===== config.mk =====
export PLATFORM = sky130hd
export DESIGN_NAME = dcd_engine
export DESIGN_NICKNAME = d
export VERILOG_FILES = /design/src/inc/dcd_pkg.sv /design/src/core/dcd_lane_map.sv /design/src/core/dcd_engine.sv
export VERILOG_INCLUDE_DIRS = /design/src /design/src/inc
export SDC_FILE = /design/constraint.sdc
export NUM_CORES = 1
export LEC_CHECK = 0
export ABC_AREA = 1
export BUFFER_PORTS_ARGS = -buffer_cell sky130_fd_sc_hd__buf_2
export CAP_MARGIN = 10
export CORE_MARGIN = 10
export CORE_UTILIZATION = 25
export CTS_BUF_LIST = sky130_fd_sc_hd__clkbuf_2
export CTS_CLUSTER_DIAMETER = 100
export DETAILED_ROUTE_END_ITERATION = 10
export HOLD_SLACK_MARGIN = 0.03
export SLEW_MARGIN = 40
export SYNTH_ARGS = -nofsm -noshare
export SYNTH_HDL_FRONTEND = slang
export SYNTH_HIERARCHICAL = 1
export SYNTH_SLANG_ARGS = --single-unit

===== constraint.sdc =====
create_clock -name i_clk -period 13.9 [get_ports i_clk]
set_input_delay 3.475 -clock i_clk [delete_from_list [all_inputs] [get_ports i_clk]]
set_output_delay 3.475 -clock i_clk [all_outputs]
set_load 0.02 [all_outputs]

===== src/inc/dcd_defines.svh =====
// Offsets, field positions, reset values and layout of the descriptor engine
`ifndef DCD_DEFINES_SVH
`define DCD_DEFINES_SVH

// ==========================================================================
// APB register byte offsets
`define DCD_OFF_CTRL 12'h000
`define DCD_OFF_DPTR 12'h004
`define DCD_OFF_STOP 12'h008
`define DCD_OFF_STAT 12'h00c
`define DCD_OFF_CUR 12'h010

// Control register fields
`define DCD_CTRL_GO 0
`define DCD_CTRL_RX 1
`define DCD_CTRL_SWAP 2
// Status register fields
`define DCD_STAT_BUSY 0
`define DCD_STAT_DONE 1

// ==========================================================================
// Descriptor byte offsets from the even base address
`define DCD_B_LINK_LO 4'h0
`define DCD_B_LINK_HI 4'h1
`define DCD_B_ADDR_LO 4'h2
`define DCD_B_ADDR_MID 4'h3
`define DCD_B_ADDR_BANK 4'h4
`define DCD_B_RSV_A 4'h5
`define DCD_B_CNT_LO 4'h6
`define DCD_B_CNT_HI 4'h7
`define DCD_B_STATUS 4'h8
`define DCD_B_RSV_B 4'h9

// Status byte bit positions
`define DCD_STS_FRAME_END 7
`define DCD_STS_SHORT 6
`define DCD_STS_ABORT 5
`define DCD_STS_RESIDUAL 4
`define DCD_STS_OVERRUN 3
`define DCD_STS_CRC 2
`define DCD_STS_CHAIN_END 0
// Receive status bits 1 and 0 never carry information
`define DCD_RX_STS_MASK 8'hfc

// Reset values
`define DCD_RST_BYTE 8'h00
`define DCD_RST_HALF 16'h0000

`endif


===== src/inc/dcd_pkg.sv =====
// Types shared by the descriptor engine files
`default_nettype none
`include "dcd_defines.svh"

package dcd_pkg;

    // ======================================================================
    // Engine sequence
    typedef enum logic [2:0] {
        DCD_IDLE,
        DCD_RD_SET,
        DCD_RD_WAIT,
        DCD_BUF,
        DCD_WR_SET,
        DCD_WR_WAIT
    } dcd_state_t;

    // Whole state of the engine
    typedef struct packed {
        dcd_state_t fsm;
        logic ctl_rx;
        logic ctl_swap;
        logic [7:0] bank;
        logic [15:0] first;
        logic [15:0] stop;
        logic [15:0] ptr;
        logic [15:0] link;
        logic [23:0] baddr;
        logic [15:0] cnt;
        logic [7:0] stat;
        logic [3:0] idx;
        logic req;
        logic we;
        logic [23:0] maddr;
        logic [7:0] wdata;
        logic done;
    } dcd_regs_t;

endpackage : dcd_pkg

`default_nettype wire


===== src/core/dcd_lane_map.sv =====
// Descriptor byte lane mapping for the two bus mode groups
`default_nettype none
`include "dcd_defines.svh"

module dcd_lane_map
    import dcd_pkg::*;
(
    input wire logic [3:0] i_idx,
    input wire logic i_swap,
    output logic [3:0] o_off
);

    // ======================================================================
    // Lane swap
    // pair swap
    // Swapping the low address bit exchanges each even/odd byte pair
    generate
        for (genvar b = 0; b < 4; b++)
        begin : g_bit
            if (b == 0)
            begin : g_lsb
                assign o_off[b] = i_idx[b] ^ i_swap;
            end
            else
            begin : g_pass
                assign o_off[b] = i_idx[b];
            end
        end
    endgenerate

endmodule : dcd_lane_map

`default_nettype wire


===== src/core/dcd_engine.sv =====
// Chained-descriptor DMA engine with APB control registers
//
// Design decisions made here: the register addresses and register access over APB.
`default_nettype none
`include "dcd_defines.svh"

// Operation
// - Descriptor starts at even address with 16-bit link, low byte first.
// - 24-bit buffer address at bytes 2,3,4; byte 5 is reserved.
// - Byte count at 6 and 7, status at 8, byte 9 reserved.
// - Second mode group swaps every even/odd byte pair of the descriptor.
// - Transmit status bit 7 is frame end, bit 0 is chain end.
// - Receive status sets bit 7 frame end, 6 short, 5 abort.
// - Receive status sets bit 4 residual, 3 overrun, 2 CRC; 1,0 zero.
module dcd_engine
    import dcd_pkg::*;
(
    input wire logic i_clk,
    input wire logic i_reset,
    input wire logic i_ce,
    input wire logic i_psel,
    input wire logic i_penable,
    input wire logic i_pwrite,
    input wire logic [11:0] i_paddr,
    input wire logic [31:0] i_pwdata,
    output logic [31:0] o_prdata,
    output logic o_pready,
    output logic o_pslverr,
    output logic o_mem_req,
    output logic o_mem_we,
    output logic [23:0] o_mem_addr,
    output logic [7:0] o_mem_wdata,
    input wire logic i_mem_ack,
    input wire logic [7:0] i_mem_rdata,
    output logic o_buf_valid,
    output logic [23:0] o_buf_addr,
    output logic [15:0] o_buf_count,
    output logic o_buf_frame_end,
    input wire logic i_buf_done,
    input wire logic [15:0] i_rx_count,
    input wire logic [7:0] i_rx_status,
    output logic o_busy
);

    dcd_regs_t q;
    dcd_regs_t d;
    logic [3:0] lane_off;
    logic apb_acc;
    logic apb_wr;
    logic hit_ctrl;
    logic hit_dptr;
    logic hit_stop;
    logic hit_stat;
    logic hit_cur;

    // ======================================================================
    // Byte lane mapping
    dcd_lane_map u_lane (
        .i_idx(q.idx),
        .i_swap(q.ctl_swap),
        .o_off(lane_off)
    );

    // ======================================================================
    // APB decode; zero wait states, unmapped words flag an error
    assign apb_acc = i_psel && i_penable;
    assign apb_wr = apb_acc && i_pwrite;
    assign hit_ctrl = (i_paddr == `DCD_OFF_CTRL);
    assign hit_dptr = (i_paddr == `DCD_OFF_DPTR);
    assign hit_stop = (i_paddr == `DCD_OFF_STOP);
    assign hit_stat = (i_paddr == `DCD_OFF_STAT);
    assign hit_cur = (i_paddr == `DCD_OFF_CUR);
    assign o_pready = 1'b1;
    assign o_pslverr = apb_acc
        && !(hit_ctrl || hit_dptr || hit_stop || hit_stat || hit_cur);

    // Read mux, all sources are flops
    always_comb
    begin
        o_prdata = 32'h0000_0000;
        if (hit_ctrl)
        begin
            o_prdata[`DCD_CTRL_RX] = q.ctl_rx;
            o_prdata[`DCD_CTRL_SWAP] = q.ctl_swap;
        end
        else if (hit_dptr)
        begin
            o_prdata[23:0] = {q.bank, q.first};
        end
        else if (hit_stop)
        begin
            o_prdata[15:0] = q.stop;
        end
        else if (hit_stat)
        begin
            o_prdata[`DCD_STAT_BUSY] = (q.fsm != DCD_IDLE);
            o_prdata[`DCD_STAT_DONE] = q.done;
            o_prdata[15:8] = q.stat;
        end
        else if (hit_cur)
        begin
            o_prdata[15:0] = q.ptr;
        end
    end

    // ======================================================================
    // Next state
    always_comb
    begin
        d = q;
        // Software clear of done; a later set in this process wins
        if (apb_wr && hit_stat && i_pwdata[`DCD_STAT_DONE])
        begin
            d.done = 1'b0;
        end
        // Mode bits only change while idle, to keep a chain consistent
        if (apb_wr && hit_ctrl && q.fsm == DCD_IDLE)
        begin
            d.ctl_rx = i_pwdata[`DCD_CTRL_RX];
            d.ctl_swap = i_pwdata[`DCD_CTRL_SWAP];
        end
        if (apb_wr && hit_dptr)
        begin
            d.first = i_pwdata[15:0];
            d.bank = i_pwdata[23:16];
        end
        if (apb_wr && hit_stop)
        begin
            d.stop = i_pwdata[15:0];
        end
        case (q.fsm)
            DCD_IDLE:
            begin
                if (apb_wr && hit_ctrl && i_pwdata[`DCD_CTRL_GO])
                begin
                    d.ptr = q.first;
                    d.idx = `DCD_B_LINK_LO;
                    d.fsm = DCD_RD_SET;
                end
            end
            DCD_RD_SET:
            begin
                d.maddr = {q.bank, q.ptr} + {20'h00000, lane_off};
                d.req = 1'b1;
                d.we = 1'b0;
                d.fsm = DCD_RD_WAIT;
            end
            DCD_RD_WAIT:
            begin
                if (i_mem_ack)
                begin
                    d.req = 1'b0;
                    d.idx = q.idx + 4'h1;
                    d.fsm = DCD_RD_SET;
                    case (q.idx)
                        `DCD_B_LINK_LO: d.link[7:0] = i_mem_rdata;
                        `DCD_B_LINK_HI: d.link[15:8] = i_mem_rdata;
                        `DCD_B_ADDR_LO: d.baddr[7:0] = i_mem_rdata;
                        `DCD_B_ADDR_MID: d.baddr[15:8] = i_mem_rdata;
                        `DCD_B_ADDR_BANK:
                        begin
                            d.baddr[23:16] = i_mem_rdata;
                            d.idx = `DCD_B_CNT_LO;
                        end
                        // count and status, last byte fetched
                        `DCD_B_CNT_LO: d.cnt[7:0] = i_mem_rdata;
                        `DCD_B_CNT_HI: d.cnt[15:8] = i_mem_rdata;
                        `DCD_B_STATUS:
                        begin
                            d.stat = i_mem_rdata;
                            d.fsm = DCD_BUF;
                        end
                        default: d.fsm = DCD_IDLE;
                    endcase
                end
            end
            DCD_BUF:
            begin
                if (i_buf_done)
                begin
                    if (q.ctl_rx)
                    begin
                        // receive flags, unused bits forced low
                        d.stat = i_rx_status & `DCD_RX_STS_MASK;
                        d.cnt = i_rx_count;
                        d.idx = `DCD_B_CNT_LO;
                        d.fsm = DCD_WR_SET;
                    end
                    else if (q.stat[`DCD_STS_CHAIN_END])
                    begin
                        d.fsm = DCD_IDLE;
                        d.done = 1'b1;
                    end
                    else
                    begin
                        d.ptr = q.link;
                        d.idx = `DCD_B_LINK_LO;
                        d.fsm = DCD_RD_SET;
                    end
                end
            end
            DCD_WR_SET:
            begin
                d.maddr = {q.bank, q.ptr} + {20'h00000, lane_off};
                d.req = 1'b1;
                d.we = 1'b1;
                d.fsm = DCD_WR_WAIT;
                case (q.idx)
                    `DCD_B_CNT_LO: d.wdata = q.cnt[7:0];
                    `DCD_B_CNT_HI: d.wdata = q.cnt[15:8];
                    default: d.wdata = q.stat;
                endcase
            end
            DCD_WR_WAIT:
            begin
                if (i_mem_ack)
                begin
                    d.req = 1'b0;
                    d.we = 1'b0;
                    if (q.idx != `DCD_B_STATUS)
                    begin
                        d.idx = q.idx + 4'h1;
                        d.fsm = DCD_WR_SET;
                    end
                    // link followed only after status is written
                    else if (q.link == q.stop)
                    begin
                        d.fsm = DCD_IDLE;
                        d.done = 1'b1;
                    end
                    else
                    begin
                        d.ptr = q.link;
                        d.idx = `DCD_B_LINK_LO;
                        d.fsm = DCD_RD_SET;
                    end
                end
            end
            default: d.fsm = DCD_IDLE;
        endcase
    end

    // ======================================================================
    // State register, frozen while the clock enable is low
    always_ff @(posedge i_clk or posedge i_reset)
    begin
        if (i_reset)
        begin
            q <= '0;
        end
        else if (i_ce)
        begin
            q <= d;
        end
    end

    // Outputs
    assign o_mem_req = q.req;
    assign o_mem_we = q.we;
    assign o_mem_addr = q.maddr;
    assign o_mem_wdata = q.wdata;
    assign o_buf_valid = (q.fsm == DCD_BUF);
    assign o_buf_addr = q.baddr;
    assign o_buf_count = q.cnt;
    // frame end from the status byte
    assign o_buf_frame_end = q.stat[`DCD_STS_FRAME_END];
    assign o_busy = (q.fsm != DCD_IDLE);
endmodule : dcd_engine

`default_nettype wire


==> results of run 1 <==
[power by group through the flow]
| stage | Sequential, µW | Clock [µW] | Combinational [µW] |
|---|---|---|---|
| finish | 714 | 285 | 634 |
| global route | 731 | 306 | 706 |
| CTS | 712 | 289 | 639 |
| detailed placement | 722 | 0 | 637 |
| global placement | 718 | 0 | 628 |
| floorplan | 679 | 0 | 526 |
[layer usage]
metal	global-route usage	vias up	wire length, µm
met1	0.182	3906	14600
met4	0.0340	8	471
met3	0.0367	30	2230
met5	0	-	41
met2	0.209	272	14400
li1	-	4141	-
[placed cells by master, fill, tap and decap left out, types with 2 or more instances in the layout]
master	instances
nand2_1	352
buf_2	175
dfrtp_1	164
inv_1	130
o21ai_0	120
nor2_1	102
a21oi_1	63
nand3_1	55
nand4_1	26
a21o_1	19
clkbuf_2	17
o21ai_1	16
nor3_1	13
a31oi_1	10
inv_2	9
conb_1	9
xor2_1	8
ha_1	8
nand2_2	6
nor2_2	5
nor2_4	5
buf_4	5
xnor2_1	4
o211ai_1	4
clkinv_2	4
diode_2	3
bufinv_16	3
clkinv_1	3
o21ai_2	2
nor4_1	2
o21bai_1	2
clkinv_4	2
clkinvlp_4	2
[cells by family (layout without fill, tap and decap cells)]
family                   after synthesis  count (layout)
AO/OA/AOI/OAI                        241             241
XOR/XNOR                              12              12
adder cells (fa/ha/maj)                9               9
buffers and inverters                266             353
flip-flops                           164             164
multiplexers                           1               1
other                                  2              12
AND/OR/NAND/NOR                      572             572
[through the flow]
step,instance area (µm²),worst slack (ns),hold WS (ns),cells
after global placement,10200,4.87,0.463,1840
final,10400,4.75,0.510,1875
after detailed placement,10200,4.81,0.468,1840
after global routing,10400,4.61,0.527,1874
after floorplan,9460,5.63,0.450,1274
after CTS,10400,4.80,0.516,1872
[flip-flops by register name, indices dropped and copies added (netlist names)]
register / flops
o_buf_count: 16
o_mem_req: 1
q: 89
o_buf_frame_end: 1
o_mem_we: 1
o_buf_addr: 24
o_mem_wdata: 8
o_mem_addr: 24
[layout make-up]
type / instances / area, µm² / area share
antenna: 3 / 7.51 / 0.000719
clock buffer: 17 / 85.1 / 0.00815
clock inverter: 15 / 163 / 0.0156
inverter: 140 / 533 / 0.0511
multi-input combinational: 844 / 3980 / 0.382
sequential: 164 / 4100 / 0.393
tap: 511 / 639 / 0.0612
timing repair buffer: 181 / 925 / 0.0886
[worst reg2reg max path, cell delays in order (launching register included)]
cell	delay, ns
dfrtp_1	0.49
nor2_2	0.21
nand2_1	0.35
nand2_2	0.60
nor2_1	0.15
nor2_4	0.45
nand3_4	0.29
nand2_1	0.13
nand2_1	0.05
[worst min path at each step]
stage,from,to
2_1_floorplan,o_mem_addr[0],o_mem_addr[0]
3_3_place_gp,o_buf_addr[0],o_buf_addr[0]
3_5_place_dp,o_mem_addr[19],o_mem_addr[19]
4_1_cts,o_mem_addr[8],o_mem_addr[8]
5_1_grt,o_mem_addr[8],o_mem_addr[8]
6_report,o_mem_addr[11],o_mem_addr[11]
==> results_dict.tcl, run 1 <==
set metrics [dict create \
    hp-class "register to register" \
    fmax_mhz 109 \
    synth_cell_type_count 41 \
    synth_area_leaders "dfrtp_1 (43%), nand2_1 (14%), buf_4 (7.1%)" \
    status "complete, no violations" \
    min_path_cells 2 \
    synth_adder_area_share 0.0127 \
    critical_path.max_stage_delay_ns 0.51 \
    detail-route-antenna-nets 0 \
    p_comb_frac 0.388 \
    nets 1441 \
    synth_compound_area_frac 0.138 \
    ys_top_cells_by_count "nand2_1 (353), dfrtp_1 (164), inv_1 (131)" \
    cts_tree "done" \
    synthArstFlopShare 1.00 \
    place_congestion 0.885 \
    muxShareOfSynthArea 0.00106 \
    yosys_warnings 6 \
    ys_seq_area_frac 0.435 \
    startpoint "i_paddr[11]" \
    cp_common_cell "buf_2" \
    cp-end-kind "primary output" \
    yosys.area_share.simple 0.255 \
    vdd_drop_max_uv 80.4 \
    fill_cells 4214 \
    rrSetupSlack_ns 11.07 \
    cts_sinks 164 \
    crit_type "input pin to primary output" \
    tns_ns 0 \
    grt_pass1_vias 8129 \
    cp_max_fo 15 \
    vias_per_cell 4.46 \
    ctsHtreeMaxLevel 4 \
    cts_buffers 17 \
    path_clk_slew_ns 0.21 \
    die_x_um 214 \
    synth_top_area_cell "dfrtp_1" \
    chipHeight_um 214 \
    synth_top_area_share 0.435 \
    synth_edf_count 0 \
    hold_buffers 0 \
    drive_gt1_frac 0.178 \
    crit_chain "buf_2 -> nor2_1 -> nand2_1 -> nor2_4 -> nand3_1 -> o21ai_0 -> inv_1 -> a31oi_1 -> buf_2" \
    hpwlAfterDp_um 24400 \
    wire_per_inst_um 16.9 \
    cp.arrival_ns 5.68 \
    path_depth 9 \
    start_util 0.252 \
    power_density_nw_per_um2 156 \
    crit_end "o_prdata[12]" \
    grt_pass1_wl_um 48400 \
    synth-seq-cells 164 \
    ff2ff_path_depth 8 \
    max-slew-margin-rel 0.481 \
    syn_to_final_growth_pct 10.6 \
    syn_area_um2 9440 \
    synth_ff_type "dfrtp_1" \
    postCtsSetupBuffers 0 \
    ctsRootBufferMaster "clkbuf_2" \
    cts_resized 0 \
    rsz0062_at_grt "false" \
    crit_buf_inv 3 \
    totalWireLength_um 31800 \
    worstSetupStartpointType "input pin" \
    drc 0 \
    period_share 0.658 \
    final_util 0.278 \
    antenna_found_initial 7 \
    yosysMostFrequentCell "nand2_1" \
    gr-total-overflow 0 \
    p_seq_frac 0.438 \
    first_pass_iters 7 \
    p_total_uw 1630 \
    drv_cap 0 \
    p_leak_uw 0.00540 \
    via_count 8357 \
    required_ns 10.43 \
    avgSynthCellArea_um2 7.45 \
    drtIter0Drc 552 \
    synth_top_family_by_area "simple AND/OR/NAND/NOR gates" \
    r2r-end "q[109]" \
    setup_viol 0 \
    finalClockSkew_ns 0.0374 \
    row_count 71 \
    period_minus_slack_ns 9.15 \
    insertion_delay_ns 0.80 \
    gr-usage-all-layers 0.135 \
    worst_slew_pin_slew_ns 0.772 \
    timing.rr.start "q[163]" \
    synth-xor-area-share 0.0111 \
    cp_slowest_cell "nand3_1" \
    port-buffer-count 175 \
    internal-power_uw 884 \
    io_pins 195 \
    drv_slew 0 \
    crit_family "simple AND/OR/NAND/NOR gates" \
    p_sw_frac 0.458 \
    hold_viol 0 \
    die_area_um2 45900 \
    core_area_um2 37500 \
    synthesis.instances 1267 \
    clock_path_buffers 2 \
    grt_max_degree 99 \
    switchingPower_uw 748 \
    pwr-share-clk 0.174 \
]
Power figures use the tool's default switching activity.
==> run 2, diff against run 1 <==
Settings changed: ABC_AREA 1 to 0.
Clock period 13.9 ns to 8.8 ns, I/O delays scaled along.
==> results_dict.tcl, run 2 <==
set metrics [dict create \
    synth-seq-cells 164 \
    ctsRootBufferMaster "clkbuf_2" \
    whs_ns 0.508 \
    hp-class "register to register" \
    hold_buffers 0 \
    clock_path_buffers 2 \
    timing.rr.start "q[35]" \
    cp_max_fo 15 \
    place_inst 1386 \
    via_count 6495 \
    fmax_mhz 145 \
    drv_cap 0 \
    ys_top_cells_by_count "dfrtp_1 (164), buf_4 (86), mux2_2 (84)" \
    tns_ns 0 \
    finalInstanceArea_um2 9910 \
    setup_viol 0 \
    min_path_cells 2 \
    hold_viol 0 \
    yosysMostFrequentCell "dfrtp_1" \
    rsz0062_at_grt "false" \
    max-slew-margin-rel 0.448 \
    final_common_cell "buf_2" \
    power_density_nw_per_um2 213 \
    first_pass_iters 5 \
    grt_pass1_vias 6725 \
    gr-total-overflow 0 \
    insertion_delay_ns 0.74 \
    yosys_warnings 6 \
    port-buffer-count 175 \
    detail-route-antenna-nets 0 \
    final_util 0.280 \
    cp.arrival_ns 4.72 \
    synthesis.instances 859 \
    row_count 69 \
    gr-usage-all-layers 0.123 \
    synth_top_area_share 0.461 \
    period_minus_slack_ns 6.92 \
    multi_input_area_um2 3930 \
    synth_ff_type "dfrtp_1" \
    drive_gt1_frac 0.344 \
    die_x_um 209 \
    cts_resized 0 \
    wire_per_inst_um 19.3 \
    vdd_drop_max_uv 92.6 \
    io_pins 195 \
    fin_cells 1421 \
    postCtsSetupBuffers 0 \
    synth_cell_type_count 60 \
    mostFrequentLayoutCells "buf_2 (175), dfrtp_1 (164), mux2_2 (84)" \
    regArea_um2 4100 \
    die_area_um2 43600 \
    placed_cell_area_um2 9630 \
    rrSetupSlack_ns 6.19 \
    syn_to_final_growth_pct 11.2 \
    crit_type "input pin to primary output" \
    required_ns 6.60 \
    drc 0 \
    cts_sinks 164 \
    worstSetupStartpointType "input pin" \
    avgSynthCellArea_um2 10.4 \
    synth_top_area_cell "dfrtp_1" \
    hpwlAfterDp_um 20500 \
    cp-end-kind "primary output" \
    nets 1037 \
    grt_pass1_wl_um 41800 \
    vias_per_cell 4.57 \
    core_area_um2 35400 \
    totalWireLength_um 27400 \
    synth_edf_count 0 \
    period_share 0.786 \
    chipHeight_um 209 \
    fill_cells 3788 \
    finalClockSkew_ns 0.0324 \
    ctsHtreeMaxLevel 4 \
    worst_slew_pin_slew_ns 0.828 \
    ff2ff_path_depth 10 \
    cts_buffers 17 \
    synth_area_leaders "dfrtp_1 (46%), mux2_2 (11%), buf_4 (7.2%)" \
    status "complete, no violations" \
    path_clk_slew_ns 0.25 \
    r2r-end "o_mem_addr[20]" \
    largest_register_ffs 89 \
    antenna_found_initial 8 \
    hp-start "o_mem_addr[7]" \
    drtIter0Drc 457 \
    syn_area_um2 8910 \
    drv_slew 0 \
    cts_tree "done" \
    regMostFlops "q" \
    start_util 0.252 \
    ys_seq_area_frac 0.461 \
    holdPathEnd "o_mem_addr[7]" \
    place_congestion 0.794 \
    p_leak_uw 0.00507 \
    synthArstFlopShare 1.00 \
    grt_max_degree 85 \
]
## run 2: critical path, stage by stage
cell and delay [ns]:
buf_2 0.10, or4_4 0.59, nor3_1 0.48, and3_1 0.79
a22o_1 0.23, a221o_1 0.14, buf_2 0.19
## run 2: metrics by stage
step | power (µW) | setup slack, ns
after floorplan | 1520 | 2.17
after global placement | 1660 | 1.90
after detailed placement | 1680 | 1.92
after CTS | 2150 | 1.90
after global routing | 2240 | 1.79
final | 2110 | 1.88
## run 2: worst max-delay path by stage
stage | start | to | slack, ns | depth (start not counted)
3_3_place_gp | i_paddr[0] | o_prdata[7] | 1.90 | 7
2_1_floorplan | i_reset | o_buf_addr[0] | 2.17 | 1
5_1_grt | i_paddr[0] | o_prdata[0] | 1.79 | 7
6_report | i_paddr[0] | o_prdata[2] | 1.88 | 7
3_5_place_dp | i_paddr[0] | o_prdata[0] | 1.92 | 7
4_1_cts | i_paddr[0] | o_prdata[0] | 1.90 | 7
## run 2: cell families (layout without fill, tap and decap cells)
kind of cell	after synthesis	count (layout)	synth area share
muxes	101	101	0.125
xor gates and xnor gates	40	40	0.0393
DFF	164	164	0.461
and+or+nand+nor	216	216	0.123
other	2	12	0.000843
AOI/OAI and AO/OA	184	184	0.135
adders and majority gates	9	9	0.0135
buffers and inverters	143	234	0.103
## run 2: where the power goes
group	internal, µW	switching, µW	total (µW)
combinational	235	435	670
clock	161	288	449
sequential	864	125	989
total	1260	847	2110
## run 2: final cells by class
class	count	share of cell area
clock buffers	17	0.00859
flip-flops and latches	164	0.414
clock inverters	15	0.0179
diodes	3	0.000758
well taps	461	0.0582
repair buffers	182	0.0955
multi-input cells	559	0.396
inverters	20	0.00834
## run 2: routing by layer
metal,routed length [µm],share of wire,global-route usage,up-vias
li1,-,-,-,3090
met5,65,0.0024,0,-
met2,12700,0.46,0.193,176
met1,12800,0.47,0.164,3201
met4,197,0.0072,0.0275,10
met3,1580,0.058,0.0343,18
